### src/inc/valve_io_regs.svh
// Constants of the valve sensor I/O and menu block: bit positions,
// reset values and timing counts. Assumes a 25 MHz device clock.
`ifndef VALVE_IO_REGS_SVH
`define VALVE_IO_REGS_SVH
`define CLK_HZ          25000000
`define ENTRY_HOLD_MS   3000
`define EXIT_HOLD_MS    3000
`define FLASH_MS        2000
`define IDLE_TIMEOUT_MS 30000
`define BLINK_MS        250
`define MS_CYCLES       (`CLK_HZ / 1000)
`define IN_POS_LSB      0
`define IN_FORCED       2
`define IN_CAL_FAIL     3
`define IN_EXT_SOL_REQ  4
`define IN_ALARM        5
`define OUT_SOL_CMD     0
`define OUT_SELF_CAL    2
`define OUT_FACT_RESET  4
`define ADDR_MAX        63
`define ADDR_RESET      6'h00
`define NUM_MODES       6
`endif

### src/inc/valve_io_pkg.sv
// Types for the valve sensor I/O and menu block.
// Assumes no other package is needed.
package valve_io_pkg;
  typedef enum logic [3:0] {
    MENU_OFF     = 4'b0000,
    MENU_ENTRY   = 4'b0001,
    MENU_ALL     = 4'b0010,
    MENU_BROWSE  = 4'b0011,
    MENU_ONES    = 4'b0100,
    MENU_TENS    = 4'b0101,
    MENU_OPTION  = 4'b0110,
    MENU_CONFIRM = 4'b0111
  } menu_state_t;
  typedef enum logic [1:0] {
    POS_MID    = 2'b00,
    POS_CLOSED = 2'b01,
    POS_OPEN   = 2'b10
  } valve_pos_t;
endpackage : valve_io_pkg

### src/logic/valve_sensor_io_and_menu.sv
// Valve sensor fieldbus I/O image and local magnetic-button menu.
// Assumes buttons are debounced and synchronous to mclk, and that
// position, calibration and alarm inputs come from the sensing core.
//
// Contract
// - Input bits 1:0 report position: 00 mid, 01 closed, 10 open.
// - Input bit 2 is set while the solenoid is forced locally.
// - Input bit 3 is one when self-calibration has failed.
// - Input bit 4 asks the master to power the external solenoid.
// - Rising edge of output bit 0 energises the solenoid.
// - Normally-open output option inverts position bits 1 and 0.
// - Remote parameters: calibrate request, calibration result, reset.
// - Node address accepted from 00 to 63 only.
// - Confirm held 3 s enters menu; ring flashes green 2 s.
// - After entry all flash, then mode 1; select steps six modes.
// - Select held over 3 s or 30 s idle leaves the menu.
// - Address item flashes LEDs 1 and 6; confirm opens ones digit.
// - Select steps ones digit 0 to 9; confirm moves to tens.
// - Select steps tens digit 0 to 6; confirm accepts address.
// - Solenoid option: red+green integrated, green external; 2 s flash.
// - Actuator type only with external solenoid: fail-closed or open.
// - With external solenoid, Alarm 1 enable choice is kept.
// - Output inversion swaps outputs 1 and 2; standard is red+green.
// - LED inversion: standard open green, inverted open red.
// - Alarm 1 flashes mode_led_1 red and clears with the fault.
`timescale 1ns/1ns
`include "valve_io_regs.svh"

module valve_sensor_io_and_menu #(
  parameter int ENTRY_CYC = `ENTRY_HOLD_MS * `MS_CYCLES,
  parameter int EXIT_CYC  = `EXIT_HOLD_MS * `MS_CYCLES,
  parameter int FLASH_CYC = `FLASH_MS * `MS_CYCLES,
  parameter int IDLE_CYC  = `IDLE_TIMEOUT_MS * `MS_CYCLES,
  parameter int BLINK_CYC = `BLINK_MS * `MS_CYCLES
) (
  input  wire logic                   mclk,
  input  wire logic                   rstn,
  input  wire valve_io_pkg::valve_pos_t raw_position,
  input  wire logic                   local_force,
  input  wire logic                   cal_failed,
  input  wire logic                   cal_ext_sol_req,
  input  wire logic                   alarm_unexpected,
  input  wire logic                   alarm_other,
  input  wire logic [7:0]             command_output_byte,
  input  wire logic [5:0]             remote_address,
  input  wire logic                   remote_address_we,
  input  wire logic                   select_button,
  input  wire logic                   confirm_button,
  output logic [7:0]                  status_input_byte,
  output logic                        solenoid_on,
  output logic                        self_cal_start,
  output logic                        cal_result_ok,
  output logic [5:0]                  node_address,
  output logic                        cfg_menu_active,
  output logic                        ext_solenoid,
  output logic                        fail_closed,
  output logic                        alarm1_enable,
  output logic                        output_invert,
  output logic                        led_invert,
  output logic [5:0]                  led_green,
  output logic [5:0]                  led_red
);
  import valve_io_pkg::*;

  if (ENTRY_CYC < 1 || EXIT_CYC < 1 || FLASH_CYC < 1 ||
      IDLE_CYC < 1 || BLINK_CYC < 1) begin : g_bad_timing
    $error("timing counts must be at least one cycle");
  end

  function automatic logic [3:0] wrap_inc(input logic [3:0] v,
                                          input logic [3:0] top);
    wrap_inc = (v >= top) ? 4'h0 : v + 4'h1;
  endfunction : wrap_inc

  //////////////////////////////////////////////////////////////////////
  // Remote command image
  logic [7:0]  cmd_q;
  menu_state_t state;
  menu_state_t next_state;
  logic [31:0] hold_cnt;
  logic [31:0] idle_cnt;
  logic [31:0] flash_cnt;
  logic [31:0] blink_cnt;
  logic        blink;
  logic        sel_q;
  logic        conf_q;
  logic [2:0]  mode;
  logic [2:0]  sub_item;
  logic        opt_pick;
  logic [3:0]  ones;
  logic [3:0]  tens;

  wire sol_rise   = command_output_byte[`OUT_SOL_CMD]
                    & ~cmd_q[`OUT_SOL_CMD];
  wire cal_rise   = command_output_byte[`OUT_SELF_CAL]
                    & ~cmd_q[`OUT_SELF_CAL];
  wire cal_fall   = ~command_output_byte[`OUT_SELF_CAL]
                    & cmd_q[`OUT_SELF_CAL];
  wire fact_reset = command_output_byte[`OUT_FACT_RESET];
  wire sol_fall   = ~command_output_byte[`OUT_SOL_CMD]
                    & cmd_q[`OUT_SOL_CMD];

  // Master must drop the self-cal bit at least 3 s after raising it
  logic        cal_armed;
  logic [31:0] cal_cnt;
  wire cal_go = cal_fall & cal_armed & (cal_cnt >= 32'(ENTRY_CYC));

  always_ff @(posedge mclk) begin
    if (!rstn) begin
      cmd_q          <= 8'h00;
      solenoid_on    <= 1'b0;
      cal_armed      <= 1'b0;
      cal_cnt        <= 32'h0000_0000;
      self_cal_start <= 1'b0;
      cal_result_ok  <= 1'b0;
    end else begin
      cmd_q <= command_output_byte;
      if (sol_rise)
        solenoid_on <= 1'b1;
      else if (sol_fall)
        solenoid_on <= 1'b0;
      if (cal_rise) begin
        cal_armed <= 1'b1;
        cal_cnt   <= 32'h0000_0000;
      end else if (cal_fall)
        cal_armed <= 1'b0;
      else if (cal_armed && cal_cnt != 32'hFFFF_FFFF)
        cal_cnt <= cal_cnt + 32'h0000_0001;
      self_cal_start <= cal_go;
      cal_result_ok  <= ~cal_failed;
    end
  end

  //////////////////////////////////////////////////////////////////////
  // Input image
  wire [1:0] pos_bits = output_invert ? ~raw_position : raw_position;
  wire [1:0] pos_img  = (raw_position == POS_MID) ? 2'b00 : pos_bits;

  always_ff @(posedge mclk) begin
    if (!rstn)
      status_input_byte <= 8'h00;
    else
      status_input_byte <= {2'b00,
                            alarm_unexpected | alarm_other,
                            ext_solenoid & cal_ext_sol_req,
                            cal_failed,
                            local_force,
                            pos_img};
  end

  //////////////////////////////////////////////////////////////////////
  // Menu timing
  wire sel_press  = select_button & ~sel_q;
  wire conf_press = confirm_button & ~conf_q;
  wire any_btn    = select_button | confirm_button;
  wire hold_done  = hold_cnt >= 32'(ENTRY_CYC);
  wire exit_hold  = select_button & (hold_cnt > 32'(EXIT_CYC));
  wire flash_done = flash_cnt >= 32'(FLASH_CYC);
  wire idle_out   = idle_cnt >= 32'(IDLE_CYC);
  wire in_menu    = state != MENU_OFF;
  wire leave      = in_menu && state != MENU_ENTRY &&
                    (exit_hold || idle_out);
  wire [3:0] next_ones = wrap_inc(ones, 4'd9);
  wire [3:0] next_tens = wrap_inc(tens, 4'd6);
  wire [6:0] addr_sum  = 7'(tens) * 7'd10 + 7'(ones);

  always_ff @(posedge mclk) begin
    if (!rstn) begin
      sel_q     <= 1'b0;
      conf_q    <= 1'b0;
      hold_cnt  <= 32'h0000_0000;
      idle_cnt  <= 32'h0000_0000;
      blink_cnt <= 32'h0000_0000;
      blink     <= 1'b0;
    end else begin
      sel_q  <= select_button;
      conf_q <= confirm_button;
      if (any_btn && !(select_button && confirm_button))
        hold_cnt <= hold_cnt + 32'h0000_0001;
      else
        hold_cnt <= 32'h0000_0000;
      idle_cnt <= (any_btn || !in_menu) ? 32'h0000_0000
                                        : idle_cnt + 32'h0000_0001;
      if (blink_cnt >= 32'(BLINK_CYC - 1)) begin
        blink_cnt <= 32'h0000_0000;
        blink     <= ~blink;
      end else
        blink_cnt <= blink_cnt + 32'h0000_0001;
    end
  end

  //////////////////////////////////////////////////////////////////////
  // Menu state machine
  always_comb begin
    next_state = state;
    case (state)
      MENU_OFF:
        if (confirm_button && hold_done)
          next_state = MENU_ENTRY;
      MENU_ENTRY:
        if (flash_done)
          next_state = MENU_ALL;
      MENU_ALL:
        if (flash_done)
          next_state = MENU_BROWSE;
      MENU_BROWSE:
        if (conf_press && mode == 3'd1 && sub_item == 3'd0)
          next_state = MENU_ONES;
        else if (conf_press && (mode == 3'd2 || mode >= 3'd3))
          next_state = MENU_OPTION;
      MENU_ONES:
        if (conf_press)
          next_state = MENU_TENS;
      MENU_TENS:
        if (conf_press)
          next_state = MENU_CONFIRM;
      MENU_OPTION:
        if (conf_press)
          next_state = MENU_CONFIRM;
      MENU_CONFIRM:
        if (flash_done)
          next_state = MENU_BROWSE;
      default:
        next_state = MENU_OFF;
    endcase
    if (leave)
      next_state = MENU_OFF;
  end

  always_ff @(posedge mclk) begin
    if (!rstn) begin
      state     <= MENU_OFF;
      flash_cnt <= 32'h0000_0000;
    end else begin
      state     <= next_state;
      flash_cnt <= (next_state != state) ? 32'h0000_0000
                                         : flash_cnt + 32'h0000_0001;
    end
  end

  //////////////////////////////////////////////////////////////////////
  // Mode selection and settings
  // Mode 0..5 maps to mode_led_1..6. Under the solenoid item the
  // external choice opens two extra items: actuator type and Alarm 1.
  wire       sub_allowed = ext_solenoid && mode == 3'd2;
  wire [2:0] next_mode   = (mode == 3'(`NUM_MODES - 1)) ? 3'd0
                                                        : mode + 3'd1;

  always_ff @(posedge mclk) begin
    if (!rstn || fact_reset) begin
      mode          <= 3'd0;
      sub_item      <= 3'd0;
      opt_pick      <= 1'b0;
      ones          <= 4'h0;
      tens          <= 4'h0;
      node_address  <= `ADDR_RESET;
      ext_solenoid  <= 1'b0;
      fail_closed   <= 1'b1;
      alarm1_enable <= 1'b1;
      output_invert <= 1'b0;
      led_invert    <= 1'b0;
    end else begin
      if (state == MENU_ALL) begin
        mode     <= 3'd0;
        sub_item <= 3'd0;
      end
      if (state == MENU_BROWSE && sel_press) begin
        if (sub_allowed && sub_item < 3'd2)
          sub_item <= sub_item + 3'd1;
        else begin
          mode     <= next_mode;
          sub_item <= 3'd0;
        end
      end
      if (state == MENU_BROWSE && conf_press) begin
        ones     <= 4'(node_address % 6'd10);
        tens     <= 4'(node_address / 6'd10);
        opt_pick <= 1'b1;
      end
      if (state == MENU_ONES && sel_press)
        ones <= next_ones;
      if (state == MENU_TENS && sel_press)
        tens <= next_tens;
      if (state == MENU_TENS && conf_press && addr_sum <= 7'(`ADDR_MAX))
        node_address <= addr_sum[5:0];
      if (remote_address_we && remote_address <= 6'(`ADDR_MAX))
        node_address <= remote_address;
      if (state == MENU_OPTION && sel_press)
        opt_pick <= ~opt_pick;
      if (state == MENU_OPTION && conf_press) begin
        if (mode == 3'd2 && sub_item == 3'd0)
          ext_solenoid <= ~opt_pick;
        if (mode == 3'd2 && sub_item == 3'd1)
          fail_closed <= opt_pick;
        if (mode == 3'd2 && sub_item == 3'd2)
          alarm1_enable <= opt_pick;
        if (mode == 3'd3)
          output_invert <= ~opt_pick;
        if (mode == 3'd4)
          led_invert <= ~opt_pick;
      end
    end
  end

  //////////////////////////////////////////////////////////////////////
  // LED ring
  wire       pos_open   = raw_position == POS_OPEN;
  wire       pos_closed = raw_position == POS_CLOSED;
  wire       show_green = led_invert ? pos_closed : pos_open;
  wire       show_red   = led_invert ? pos_open : pos_closed;
  wire       alarm1     = alarm_unexpected & alarm1_enable;
  wire [5:0] mode_onehot = 6'b00_0001 << mode;
  wire [5:0] sel_leds   = (mode == 3'd1) ? 6'b10_0001 : mode_onehot;
  wire [5:0] flash_all  = blink ? 6'h3F : 6'h00;
  logic [5:0] next_green;
  logic [5:0] next_red;

  always_comb begin
    next_green = {6{show_green}};
    next_red   = {6{show_red}};
    case (state)
      MENU_ENTRY, MENU_CONFIRM: begin
        next_green = flash_all;
        next_red   = 6'h00;
      end
      MENU_ALL: begin
        next_green = flash_all;
        next_red   = flash_all;
      end
      MENU_BROWSE: begin
        next_green = blink ? sel_leds : 6'h00;
        next_red   = 6'h00;
      end
      MENU_ONES: begin
        next_green = blink ? 6'(ones) : 6'h00;
        next_red   = 6'h00;
      end
      MENU_TENS: begin
        next_green = blink ? 6'(tens) : 6'h00;
        next_red   = 6'h00;
      end
      MENU_OPTION: begin
        next_green = 6'b00_0100;
        next_red   = opt_pick ? 6'b00_0100 : 6'h00;
      end
      default: ;
    endcase
    if (state == MENU_OFF && alarm1)
      next_red[0] = blink;
  end

  always_ff @(posedge mclk) begin
    if (!rstn) begin
      led_green       <= 6'h00;
      led_red         <= 6'h00;
      cfg_menu_active <= 1'b0;
    end else begin
      led_green       <= next_green;
      led_red         <= next_red;
      cfg_menu_active <= in_menu;
    end
  end

endmodule : valve_sensor_io_and_menu

### config.mk
export PLATFORM = sky130hd
export DESIGN_NAME = valve_sensor_io_and_menu
export DESIGN_NICKNAME = d
export VERILOG_FILES = /design/src/inc/valve_io_pkg.sv /design/src/logic/valve_sensor_io_and_menu.sv
export VERILOG_INCLUDE_DIRS = /design/src /design/src/inc
export SDC_FILE = /design/constraint.sdc
export NUM_CORES = 1
export LEC_CHECK = 0
export ABC_CLOCK_PERIOD_IN_PS = 7400
export BUFFER_PORTS_ARGS = -buffer_cell sky130_fd_sc_hd__buf_2
export CAP_MARGIN = 20
export CORE_ASPECT_RATIO = 1.2
export CORE_MARGIN = 10
export CORE_UTILIZATION = 50
export DETAILED_ROUTE_END_ITERATION = 7
export HOLD_SLACK_MARGIN = 0.08
export PLACE_DENSITY_LB_ADDON = 0.12
export SKIP_LAST_GASP = 1
export SYNTH_ARGS = -nofsm -noshare
export SYNTH_HDL_FRONTEND = slang
export SYNTH_SLANG_ARGS = --single-unit
### constraint.sdc
create_clock -name mclk -period 7.4 [get_ports mclk]
set_input_delay 0.74 -clock mclk [delete_from_list [all_inputs] [get_ports mclk]]
set_output_delay 0.74 -clock mclk [all_outputs]
set_load 0.005 [all_outputs]
After elaboration in Yosys (flattened, before gate mapping)
Index checks and enable logic that the tools add are counted.
{ "word_totals": {"regBits": 221, "latchBits": 0, "ram_bits": 0, "mem_bits_ro": 0, "mem_count": 0} }
{ "classes": {"add_sub_neg": 10, "multipliers": 1, "div": 2, "n_lt_le_gt_ge": 12, "n_eq_ne": 19, "shift": 1, "muxes": 42, "bitwise_logic": 25, "n_reduce_logical": 58} }
{ "op_table": {"columns": ["operator", "count"], "rows": [
  ["adder 32 x 1 -> 32 bit (second input constant)", 5],
  ["greater-or-equal comparator 32 x 27 -> 1 bit (second input constant)", 2],
  ["two-way mux 4 bit", 16],
  ["greater-or-equal comparator 32 x 23 -> 1 bit (second input constant)", 1],
  ["greater-or-equal comparator 32 x 26 -> 1 bit (second input constant)", 1],
  ["greater-or-equal comparator 32 x 30 -> 1 bit (second input constant)", 1],
  ["> comparator 32 x 27 -> 1 bit (second input constant)", 1],
  ["!= test 32 bit (second input constant)", 1],
  ["two-way mux 6 bit", 5],
  ["one-hot mux 6 bit (5 select lines)", 1],
  ["logical AND 1 bit", 24],
  ["two-way mux 3 bit", 8],
  ["one-hot mux 4 bit (6 select lines)", 1],
  ["one-hot mux 6 bit (3 select lines)", 1],
  ["== test 4 x 3 -> 1 bit (second input constant)", 4],
  ["AND reduction 2 bit", 7],
  ["nonzero test 2 bit", 7],
  ["OR reduction 2 bit", 7],
  ["AND 1 bit", 11],
  ["inverter 1 bit", 11],
  ["== test 3 x 2 -> 1 bit (second input constant)", 3],
  ["two-way mux 1 bit", 9],
  ["adder 4 x 1 -> 4 bit (second input constant)", 2],
  ["== test 4 x 2 -> 1 bit (second input constant)", 2],
  ["other kinds (30)", 39]
]} }

Depth between registers and ports, before layout
Gate-level depths: netlist (run 1).
{ "logic_depth": {"ltp_word": 9, "mapped_depth": 12} }

Least setup slack after synthesis (run 1)
No wires, ideal clock.
{ "synth_path": {"kind": "register to register", "from": "register tens[1]", "to": "register node_address[3]", "setup_time_ns": 0.115, "arrival_ns": 2.713, "required_ns": 7.285, "setup_slack_ns": 4.573, "stages_incl_launch_ff": 10, "synth_period_minus_slack_ns": 2.827, "cell_sequence": "dfxtp_1 > ha_1 > ha_1 > fa_1 > xnor2_1 > or3_1 > a21oi_1 > mux2i_1 > o21ai_0 > and2_1"} }
{ "synth_via": {"elab_chain_len": 5, "word_cells_on_any_way": 7, "cone_classes": "1 x add/sub; 1 x mul; 1 x order compare; 2 x mux; 2 x reduce/logical"} }
{ "synth_lines": {"columns": ["element", "line_no", "source"], "rows": [
  ["start, declared", "valve_sensor_io_and_menu.sv:91", "logic [3:0] tens;"],
  ["start signal, assigned", "valve_sensor_io_and_menu.sv:277", "tens <= 4'(node_address / 6'd10);"],
  ["start signal, assigned", "valve_sensor_io_and_menu.sv:283", "tens <= next_tens;"],
  ["multiplier 4 x 3 -> 6 bit (*)", "valve_sensor_io_and_menu.sv:165", "wire [6:0] addr_sum = 7'(tens) * 7'd10 + 7'(ones);"],
  ["adder 7 x 4 -> 7 bit (*)", "valve_sensor_io_and_menu.sv:165", null],
  ["less-or-equal comparator 7 x 6 -> 1 bit", "valve_sensor_io_and_menu.sv:284", "if (state == MENU_TENS && conf_press && addr_sum <= 7'(`ADDR_MAX))"],
  ["logical AND 1 bit", "valve_sensor_io_and_menu.sv:284", null],
  ["nonzero test 2 bit (no line)", null, null],
  ["end signal, assigned", "valve_sensor_io_and_menu.sv:256", "node_address <= `ADDR_RESET;"],
  ["end signal, assigned", "valve_sensor_io_and_menu.sv:285", "node_address <= addr_sum[5:0];"],
  ["end signal, assigned", "valve_sensor_io_and_menu.sv:287", "node_address <= remote_address;"],
  ["end, declared", "valve_sensor_io_and_menu.sv:53", "output logic [5:0] node_address,"]
]} }
Mark *: on every way between the ends. The rest lies on a longest branch, timed or not. The select of a mux whose other input is x is not followed.
A chain may end at the register's enable or synchronous reset.

Worst setup path after layout (run 1)
Same ends and word-level chain as after synthesis.

==> results of run 1 <==
power by group:
group | total (W) | switching, W | leakage (nW) | internal [W]
combinational | 0.0000761 | 0.0000467 | 2.16 | 0.0000295
sequential | 0.00118 | 0.00000879 | 1.74 | 0.00117
clock | 0.00116 | 0.000468 | 0.387 | 0.000692
routing by layer:
| metal | up-vias | track usage [%] |
|---|---|---|
| met4 | 0 | 4.18 |
| li1 | 4257 | - |
| met3 | 32 | 2.31 |
| met1 | 3882 | 19.7 |
| met5 | - | 0 |
| met2 | 112 | 24.6 |
worst max-delay path: cells and delay by family (launching register included):
kind | cells | cell delay [ps]
compound gates | 2 | 830
fa+ha+maj | 3 | 1020
simple gates | 3 | 520
mux | 1 | 250
flops | 1 | 520
layout by cell type, fill, tap and decap left out, types with 31 or more instances in the layout:
| master | n |
|---|---|
| sky130_fd_sc_hd__o21ai_0 | 34 |
| sky130_fd_sc_hd__nor3_2 | 31 |
| sky130_fd_sc_hd__nor2_1 | 196 |
| sky130_fd_sc_hd__nand2_1 | 79 |
| sky130_fd_sc_hd__nand3_1 | 64 |
| sky130_fd_sc_hd__xor2_1 | 92 |
| sky130_fd_sc_hd__nand4_1 | 34 |
| sky130_fd_sc_hd__dfxtp_1 | 215 |
| sky130_fd_sc_hd__inv_1 | 37 |
| sky130_fd_sc_hd__buf_2 | 53 |
| sky130_fd_sc_hd__xnor2_1 | 45 |
| sky130_fd_sc_hd__a21oi_1 | 39 |
synth_stat cells (3+ instances only):
master,n,share of area [%]
sky130_fd_sc_hd__nand3_1,64,3.1
sky130_fd_sc_hd__clkbuf_1,26,0.94
sky130_fd_sc_hd__o21ai_0,34,1.6
sky130_fd_sc_hd__nor2b_1,12,0.72
sky130_fd_sc_hd__nand4_1,34,2.0
sky130_fd_sc_hd__nor2_1,196,7.1
sky130_fd_sc_hd__ha_1,30,3.6
sky130_fd_sc_hd__and4_1,14,1.2
sky130_fd_sc_hd__mux2i_1,18,1.7
sky130_fd_sc_hd__nand3b_1,3,0.22
sky130_fd_sc_hd__nand2_1,79,2.8
sky130_fd_sc_hd__nor4_1,13,0.78
sky130_fd_sc_hd__and2_1,15,0.90
sky130_fd_sc_hd__a22oi_1,7,0.50
sky130_fd_sc_hd__nand4b_1,3,0.25
sky130_fd_sc_hd__nor3_2,31,3.0
sky130_fd_sc_hd__xnor2_1,45,3.8
sky130_fd_sc_hd__nand2b_1,10,0.60
sky130_fd_sc_hd__a21o_1,5,0.36
sky130_fd_sc_hd__a31oi_1,12,0.72
sky130_fd_sc_hd__a21oi_1,39,1.9
sky130_fd_sc_hd__xor2_1,92,7.7
sky130_fd_sc_hd__buf_6,6,0.65
sky130_fd_sc_hd__o31ai_1,3,0.22
sky130_fd_sc_hd__buf_4,6,0.43
sky130_fd_sc_hd__o211a_1,3,0.29
sky130_fd_sc_hd__or3_1,16,0.96
sky130_fd_sc_hd__and3_1,27,1.6
sky130_fd_sc_hd__nor3b_1,4,0.29
sky130_fd_sc_hd__nor3_1,29,1.4
sky130_fd_sc_hd__a2111oi_0,3,0.25
sky130_fd_sc_hd__a211oi_1,8,0.58
sky130_fd_sc_hd__inv_1,37,1.3
sky130_fd_sc_hd__dfxtp_1,215,41
kinds of logic after synthesis:
family                     share of synthesized area [%]
AOI/OAI and AO/OA                                   9.16
xor gates and xnor gates                            11.7
adders and majority gates                           3.99
buffers and inverters                               3.44
DFF                                                 41.3
muxes                                               1.73
other                                             0.0360
and+or+nand+nor                                     28.6
through the flow:
stage,utilization [%],area (um2),instances
2_1_floorplan,-,10500,1205
3_3_place_gp,53.4,10900,1488
3_5_place_dp,53.4,10900,1488
4_1_cts,57.2,11700,1531
5_1_grt,57.5,11700,1533
6_report,57.5,11700,1533
layout make-up:
cell class / count / area share [%]
flip-flops and latches: 215 / 36.7
well taps: 265 / 2.83
inverters: 37 / 1.19
repair buffers: 60 / 3.05
clock inverters: 7 / 0.609
multi-input cells: 913 / 49.6
clock buffers: 36 / 6.02
flip-flops by register name, summed over array words and instances (netlist names), 6 cells and up:
register	count
blink_cnt	32
cal_cnt	32
flash_cnt	32
hold_cnt	32
idle_cnt	32
led_green	6
node_address	6
status_input_byte	6
worst max-delay path by stage:
stage                                  to  cells after the start
final                     node_address[3]                      9
after global placement    node_address[3]                      9
after global routing      node_address[3]                      9
after CTS                 node_address[3]                      9
after detailed placement  node_address[5]                      9
after floorplan           node_address[3]                      9
==> out/summary.md, run 1 <==
The number of clock buffers added by TritonCTS is 24. In this design, the critical path's most frequently occurring cell is sky130_fd_sc_hd__ha_1. The worst hold path terminates at cal_result_ok. The first global-routing pass estimated 35000 um of wire. Final hold analysis gives a worst-case slack of 382 ps.

For the area of the die, the log shows 27000 um2. The wire length on met3 was 970 um. Dividing the detail-routed via count by the number of cells gives 5.40.

Setup repair after global routing left no endpoint under its margin. The end of the worst register-to-register path was node_address[3]. The antenna diode count came out at 0.

The die width works out to 152 um. Detailed placement finished with a half-perimeter wire length of 14300 um. The number of H-tree branching levels came out at 1. TritonCTS built the clock tree.

The tools report the buffer type at the clock tree root as sky130_fd_sc_hd__clkbuf_16. The hold violation count in the final report is 0, and the longest individual stage delay on the worst path is 740 ps. For the initial standard-cell utilization of the core, the log shows 51.0%. The area occupied by multi-input gates was 5810 um2; the maximum ir drop on the vdd rail was 0.153 mV. Once detail routing completed, the nets flagged for antenna violations numbered 0.

The hold path startpoint is cal_failed. The clock period minus final worst setup slack is 3240 ps, and the post-layout net count is 1309. For this run, design rule violations remaining after detail routing come to 0. For the setup-violating endpoint count in the final report, the log shows 0. Of all nets on the critical path, the largest fanout is 8. The clock-pin transition on the worst setup and hold timing paths is 60 ps, and the final worst clock skew is 7.32 ps. The floorplan step defined a core boundary enclosing 20400 um2.

After synthesis the cells add up to 10400 um2. The hold buffer count at CTS was 0; the total number of vias was 8283. The worst hold path passes through 2 cells. Data on the critical path is required at its endpoint by 7810 ps.

The routed design has 20800 um of wire. The average wire length per cell after detail routing came out at 13.6 um. The max-slew headroom at the worst pin was 36.1%; the count of buffers from port buffering was 53. In this run the top signal layer used is met4.

The startpoint of the worst-slack reg-to-reg timing path was tens[1]. The first TritonRoute pass finished after 5 iterations. Summing internal, switching and leakage power gives 0.00242 W. Yosys printed 0 warnings. The run gives 3650 ps as the critical path data arrival time.

The area growth from synthesis to final layout is 12.6%, and the number of buffers added for setup after CTS is 0. The overflow left after global routing came out at 0. After detailed routing, the met2 layer carries 9650 um of wire. The floorplan step set the die height to 178 um.

In this run the count of I/O pins placed on the die edge is 61. Walking the worst path, the cells encountered are ha_1, ha_1, fa_1, nand2_1, or3_1, a21oi_1, mux2i_1, o21ai_0, and2_1. The sink count of the clock tree was 215. The maximum root-to-sink buffer count was 3. The flow ran to the end, and the final reports show no timing, DRC or antenna violations.

In the synthesized netlist the async set-or-reset flop fraction comes to 0%. The number of register bits inferred by synthesis was 215. Library cell contributing the largest single delay on the critical path: sky130_fd_sc_hd__a21oi_1. The worst setup path is of the register to register kind. The maximum number of pins on one net before global-route repair is 33, and the register area is 4300 um2.

The tightest min-delay check is of the input port to register type. The startpoint of the worst setup timing path is tens[1]. The per-instance average area after synthesis was 8.72 um2.

The most instantiated flip-flop cell in the synthesis netlist is sky130_fd_sc_hd__dfxtp_1. Timing would allow up to 308 MHz. The worst reg-to-reg path cell count works out to 9. Fill cells in the final layout number 1944. The share of final-layout standard cells stronger than drive strength 1 came out at 11.8%. Counting flops with a built-in enable in the synthesized netlist gives 0. Before CTS, the worst setup slack after placement is 4200 ps. The number of max-slew violations in the final report is 0, and the total power per unit cell area is 206 nW/um2.

The total negative slack came out at 0 ps. Max-cap violations in this run came to 0. The overall fraction of global-route tracks in use came out at 14.9%. The type of origin of the critical path is a register.

Across all register-to-register paths, the minimum setup slack is 4160 ps. The detailed router put a total of 9790 um of wire on met1. Counting every instance in the synthesized netlist gives 1194. STA classifies the critical path endpoint as a register.

The placer congestion estimate was 0.841. The tools report the post-cts gate resize count as 0. Setup slack on the critical path of the routed design comes to 4160 ps. At the pin with the least slew margin, the transition time is 946 ps.

The tools report the initial detailed-routing violation count as 379. The logs give 7626 for the number of global-route vias before repair and 4.29 nW for the leakage power total. After synthesis, flip-flops and latches occupy 41.3% of the total area. The worst path uses 43.8% of the clock period. The tools report the later-pin clock latency in the skew report as 520 ps. For the row count, the log shows 57. The number of different library cells in the post-synthesis netlist was 76; the initial antenna violation count was 0.
Power figures use the tool's default switching activity.
==> inputs of run 2 (changes only) <==
--- a/config.mk
+++ b/config.mk
@@ -6,7 +6,7 @@
 export SDC_FILE = /design/constraint.sdc
 export NUM_CORES = 1
 export LEC_CHECK = 0
-export ABC_CLOCK_PERIOD_IN_PS = 7400
+export ABC_CLOCK_PERIOD_IN_PS = 2900
 export BUFFER_PORTS_ARGS = -buffer_cell sky130_fd_sc_hd__buf_2
 export CAP_MARGIN = 20
 export CORE_ASPECT_RATIO = 1.2
==> constraint.sdc (replaced) <==
create_clock -name mclk -period 2.9 [get_ports mclk]
set_input_delay 0.29 -clock mclk [delete_from_list [all_inputs] [get_ports mclk]]
set_output_delay 0.29 -clock mclk [all_outputs]
set_load 0.005 [all_outputs]
==> run 2 against run 1 <==
  * Power rose to 2.6 times the previous value
  * Largest cell class unchanged
  * Register-to-register slack lost 4000 ps
  * Largest power group unchanged
  * Sequential share of layout area decreased by 0.99 points
==> out/summary.md, run 2 (synthesis results as in run 1) <==
The run finished with clean final reports. The number of max-slew violations in the final report was 0 (unchanged); the area growth from synthesis to final layout was 15.7%. The detail-routed via count per cell is 5.29 (-2.1%).

The tools report the leakage power total as 4.47 nW (+4.2%). The logs give 0 (unchanged) for the remaining design rule violation count and 61 (unchanged) for the number of primary I/O pins. The longest individual stage delay on the worst path was 520 ps (-220 ps). CTS placed an instance of sky130_fd_sc_hd__clkbuf_16 at the clock tree root. The first-pass iteration count of the detailed router is 5 (unchanged).

The switching fraction of total power works out to 21.3% (-0.37 points). For the final total power, the log shows 0.00616 W (+160%). The overflow left after global routing is 0 (unchanged). The number of buffers and inverters on the critical path was 1 (+1). The clock period minus final worst setup slack is 2700 ps (-538 ps). The run gives 1 (+1) as the initial antenna violation count. The run gives 0.422 mV (+180%) as the maximum ir drop on the vdd rail. The core occupancy in the finished layout is 59.1% (+1.6 points). The share of power burned in registers is 48.8% (about the same).

The maximum fanout along the worst path is 32 (+24), and the later-pin clock latency in the skew report is 510 ps (about the same). The share of final-layout standard cells stronger than drive strength 1 came out at 13.2% (+1.5 points). Setup repair after global routing left no endpoint under its margin. STA classifies the critical path endpoint as a register.

Total negative slack: 0 ps (unchanged). The run gives 20400 um2 (unchanged) as the standard cell core area. TritonCTS built the clock tree. The number of buffers added for setup after CTS was 0 (unchanged).

Combinational share of power: 3.5% (+0.3 points). The die width works out to 152 um (unchanged). Cell class contributing the biggest share of worst-path delay: compound AO/OA/AOI/OAI gates.

The run gives 7932 (+4.0%) as the number of global-route vias before repair. The count of buffers from port buffering came out at 53 (unchanged). The tools report the post-detailed-placement half-perimeter wirelength as 14500 um (+1.5%). The hold violation count in the final report is 0 (unchanged), and the net switching power of the design is 0.00131 W (+150%). The average wire length per cell after detail routing is 13.4 um (-1.4%).

The endpoint required time on the critical path was 3290 ps (-4520 ps); the clock-pin transition on the worst setup and hold timing paths was 60 ps (about the same). The post-layout net count is 1350 (+3.1%), and the placer congestion estimate is 0.824 (-2.1%). The length of routed met2 wiring was 9640 um (-0.16%); the post-route clock period utilization was 93.3% (+49 points). The clock network fraction of design power is 47.7% (-0.3 points), and the initial detailed-routing violation count is 406 (+7.1%).

The logs give 985 um (+1.5%) for the wire length on met3 and 0 (unchanged) for the setup-violating endpoint count in the final report. The count of antenna-violating nets left after detailed routing was 0 (unchanged). The tools report the sink count of the clock tree as 215 (unchanged). The logs give 370 MHz (+20%) for the achievable frequency and 3090 ps (-560 ps) for the critical path data arrival time. The tools report the max-slew headroom at the worst pin as 47.7% (+12 points). The tools report the number of H-tree branching levels as 1 (unchanged). The run gives 0 (unchanged) as the antenna diode count. The max-cap check violation count is 0 (unchanged). The logs give 51.0% (unchanged) for the initial standard-cell utilization of the core and 21100 um (+1.3%) for the final wirelength. Leaving out fill and tap cells, the most frequent cell in the layout is sky130_fd_sc_hd__dfxtp_1. The area of the die came out at 27000 um2 (unchanged).

In the layout the commonest cells are sky130_fd_sc_hd__dfxtp_1 (215), sky130_fd_sc_hd__nor2_1 (196), sky130_fd_sc_hd__xor2_1 (92). The total number of vias was 8327 (+0.53%); the overall fraction of global-route tracks in use was 15.4% (+0.50 points). Worst slack on hold paths: 102 ps (-280 ps). The slew of the pin with the lowest slew margin is 784 ps (-161 ps), and the number of buffers added by the clock tree synthesis step is 24 (unchanged). The internal power was 0.00485 W (+160%). The worst setup path is of the register to register kind. The wire length of the first global-routing pass came out at 36100 um (+3.0%). The total power per unit cell area is 512 nW/um2 (+150%). The height of the die was 178 um (unchanged). The slowest stage of the critical path belongs to the cell sky130_fd_sc_hd__or4b_1. The row count came out at 57 (unchanged).

The tools report the type of origin of the critical path as a register. The maximum root-to-sink buffer count came out at 3 (unchanged). Walking the worst path, the cells encountered are a2111oi_0, o211ai_1, a211o_1, o211a_4, or4b_1, o211ai_4, buf_12, nor3_1. The maximum number of pins on one net before global-route repair was 33 (unchanged).

The count of filler cells inserted in the layout came out at 1889 (-2.8%). The path class of the lowest-slack min-delay path was input port to register. For the final worst clock skew, the log shows 6.74 ps (-0.573 ps).

For the post-route met1 wirelength, the log shows 10000 um (+2.3%). The highest metal layer carrying signal wires in the routed design is met5.
run 2: cell count changes in the layout (fill, tap and decap cells not counted), moves of 2 or more:
cell / previous run / this run
sky130_fd_sc_hd__buf_4: 5 / 31
sky130_fd_sc_hd__clkbuf_8: 6 / 4
sky130_fd_sc_hd__buf_16: 2 / 0
sky130_fd_sc_hd__dlygate4sd3_1: 0 / 15
sky130_fd_sc_hd__clkbuf_1: 6 / 9
sky130_fd_sc_hd__buf_12: 0 / 2
run 2: what timing repair did:
item | in CTS | in global routing
hold endpoints to repair | 15 | 0
resized for setup | 0 | 0
hold buffers | 15 | 0
run 2: stage by stage:
step	instances	area [um2]	setup WS, ps
final	1575	12000	195
after CTS	1575	12000	159
after global placement	1516	11100	188
after floorplan	1205	10500	72.5
after detailed placement	1516	11100	198
after global routing	1575	12000	23.9
run 2: per-layer routing:
metal	GRT usage, %	vias to the layer above
met5	0	-
met1	19.7	3829
met2	26.1	128
li1	-	4332
met4	4.57	2
met3	2.46	36
run 2: worst paths after layout:
check / slack, ps / from / cells after the start / endpoint
min reg2reg: 440 / blink_cnt[0] / 1 / blink_cnt[0]
max: 200 / hold_cnt[7] / 8 / flash_cnt[3]
min: 100 / remote_address[4] / 3 / node_address[4]
max reg2reg: 200 / hold_cnt[7] / 8 / flash_cnt[3]
run 2: power groups by stage:
stage	Clock (W)	Sequential (W)	Combinational (W)
floorplan	0	0.00307	0.000129
global placement	0	0.00307	0.000198
detailed placement	0	0.00307	0.000200
CTS	0.00303	0.00301	0.000217
global route	0.00314	0.00301	0.000241
finish	0.00294	0.00301	0.000215
run 2: final cells by class:
type	count	area, um2	area share, %
Timing Repair Buffer	101	688	5.71
Clock inverter	6	57.6	0.478
Clock buffer	38	714	5.93
Inverter	37	139	1.15
Sequential cell	215	4300	35.7
Multi-Input combinational cell	913	5810	48.2
Tap cell	265	332	2.75
run 2: worst register-to-register path, cell delays in order, from the launching register on:
cell and delay [ps]:
sky130_fd_sc_hd__dfxtp_1 350, sky130_fd_sc_hd__a2111oi_0 510, sky130_fd_sc_hd__o211ai_1 150, sky130_fd_sc_hd__a211o_1 310
sky130_fd_sc_hd__o211a_4 270, sky130_fd_sc_hd__or4b_1 520, sky130_fd_sc_hd__o211ai_4 110, sky130_fd_sc_hd__buf_12 260
sky130_fd_sc_hd__nor3_1 100
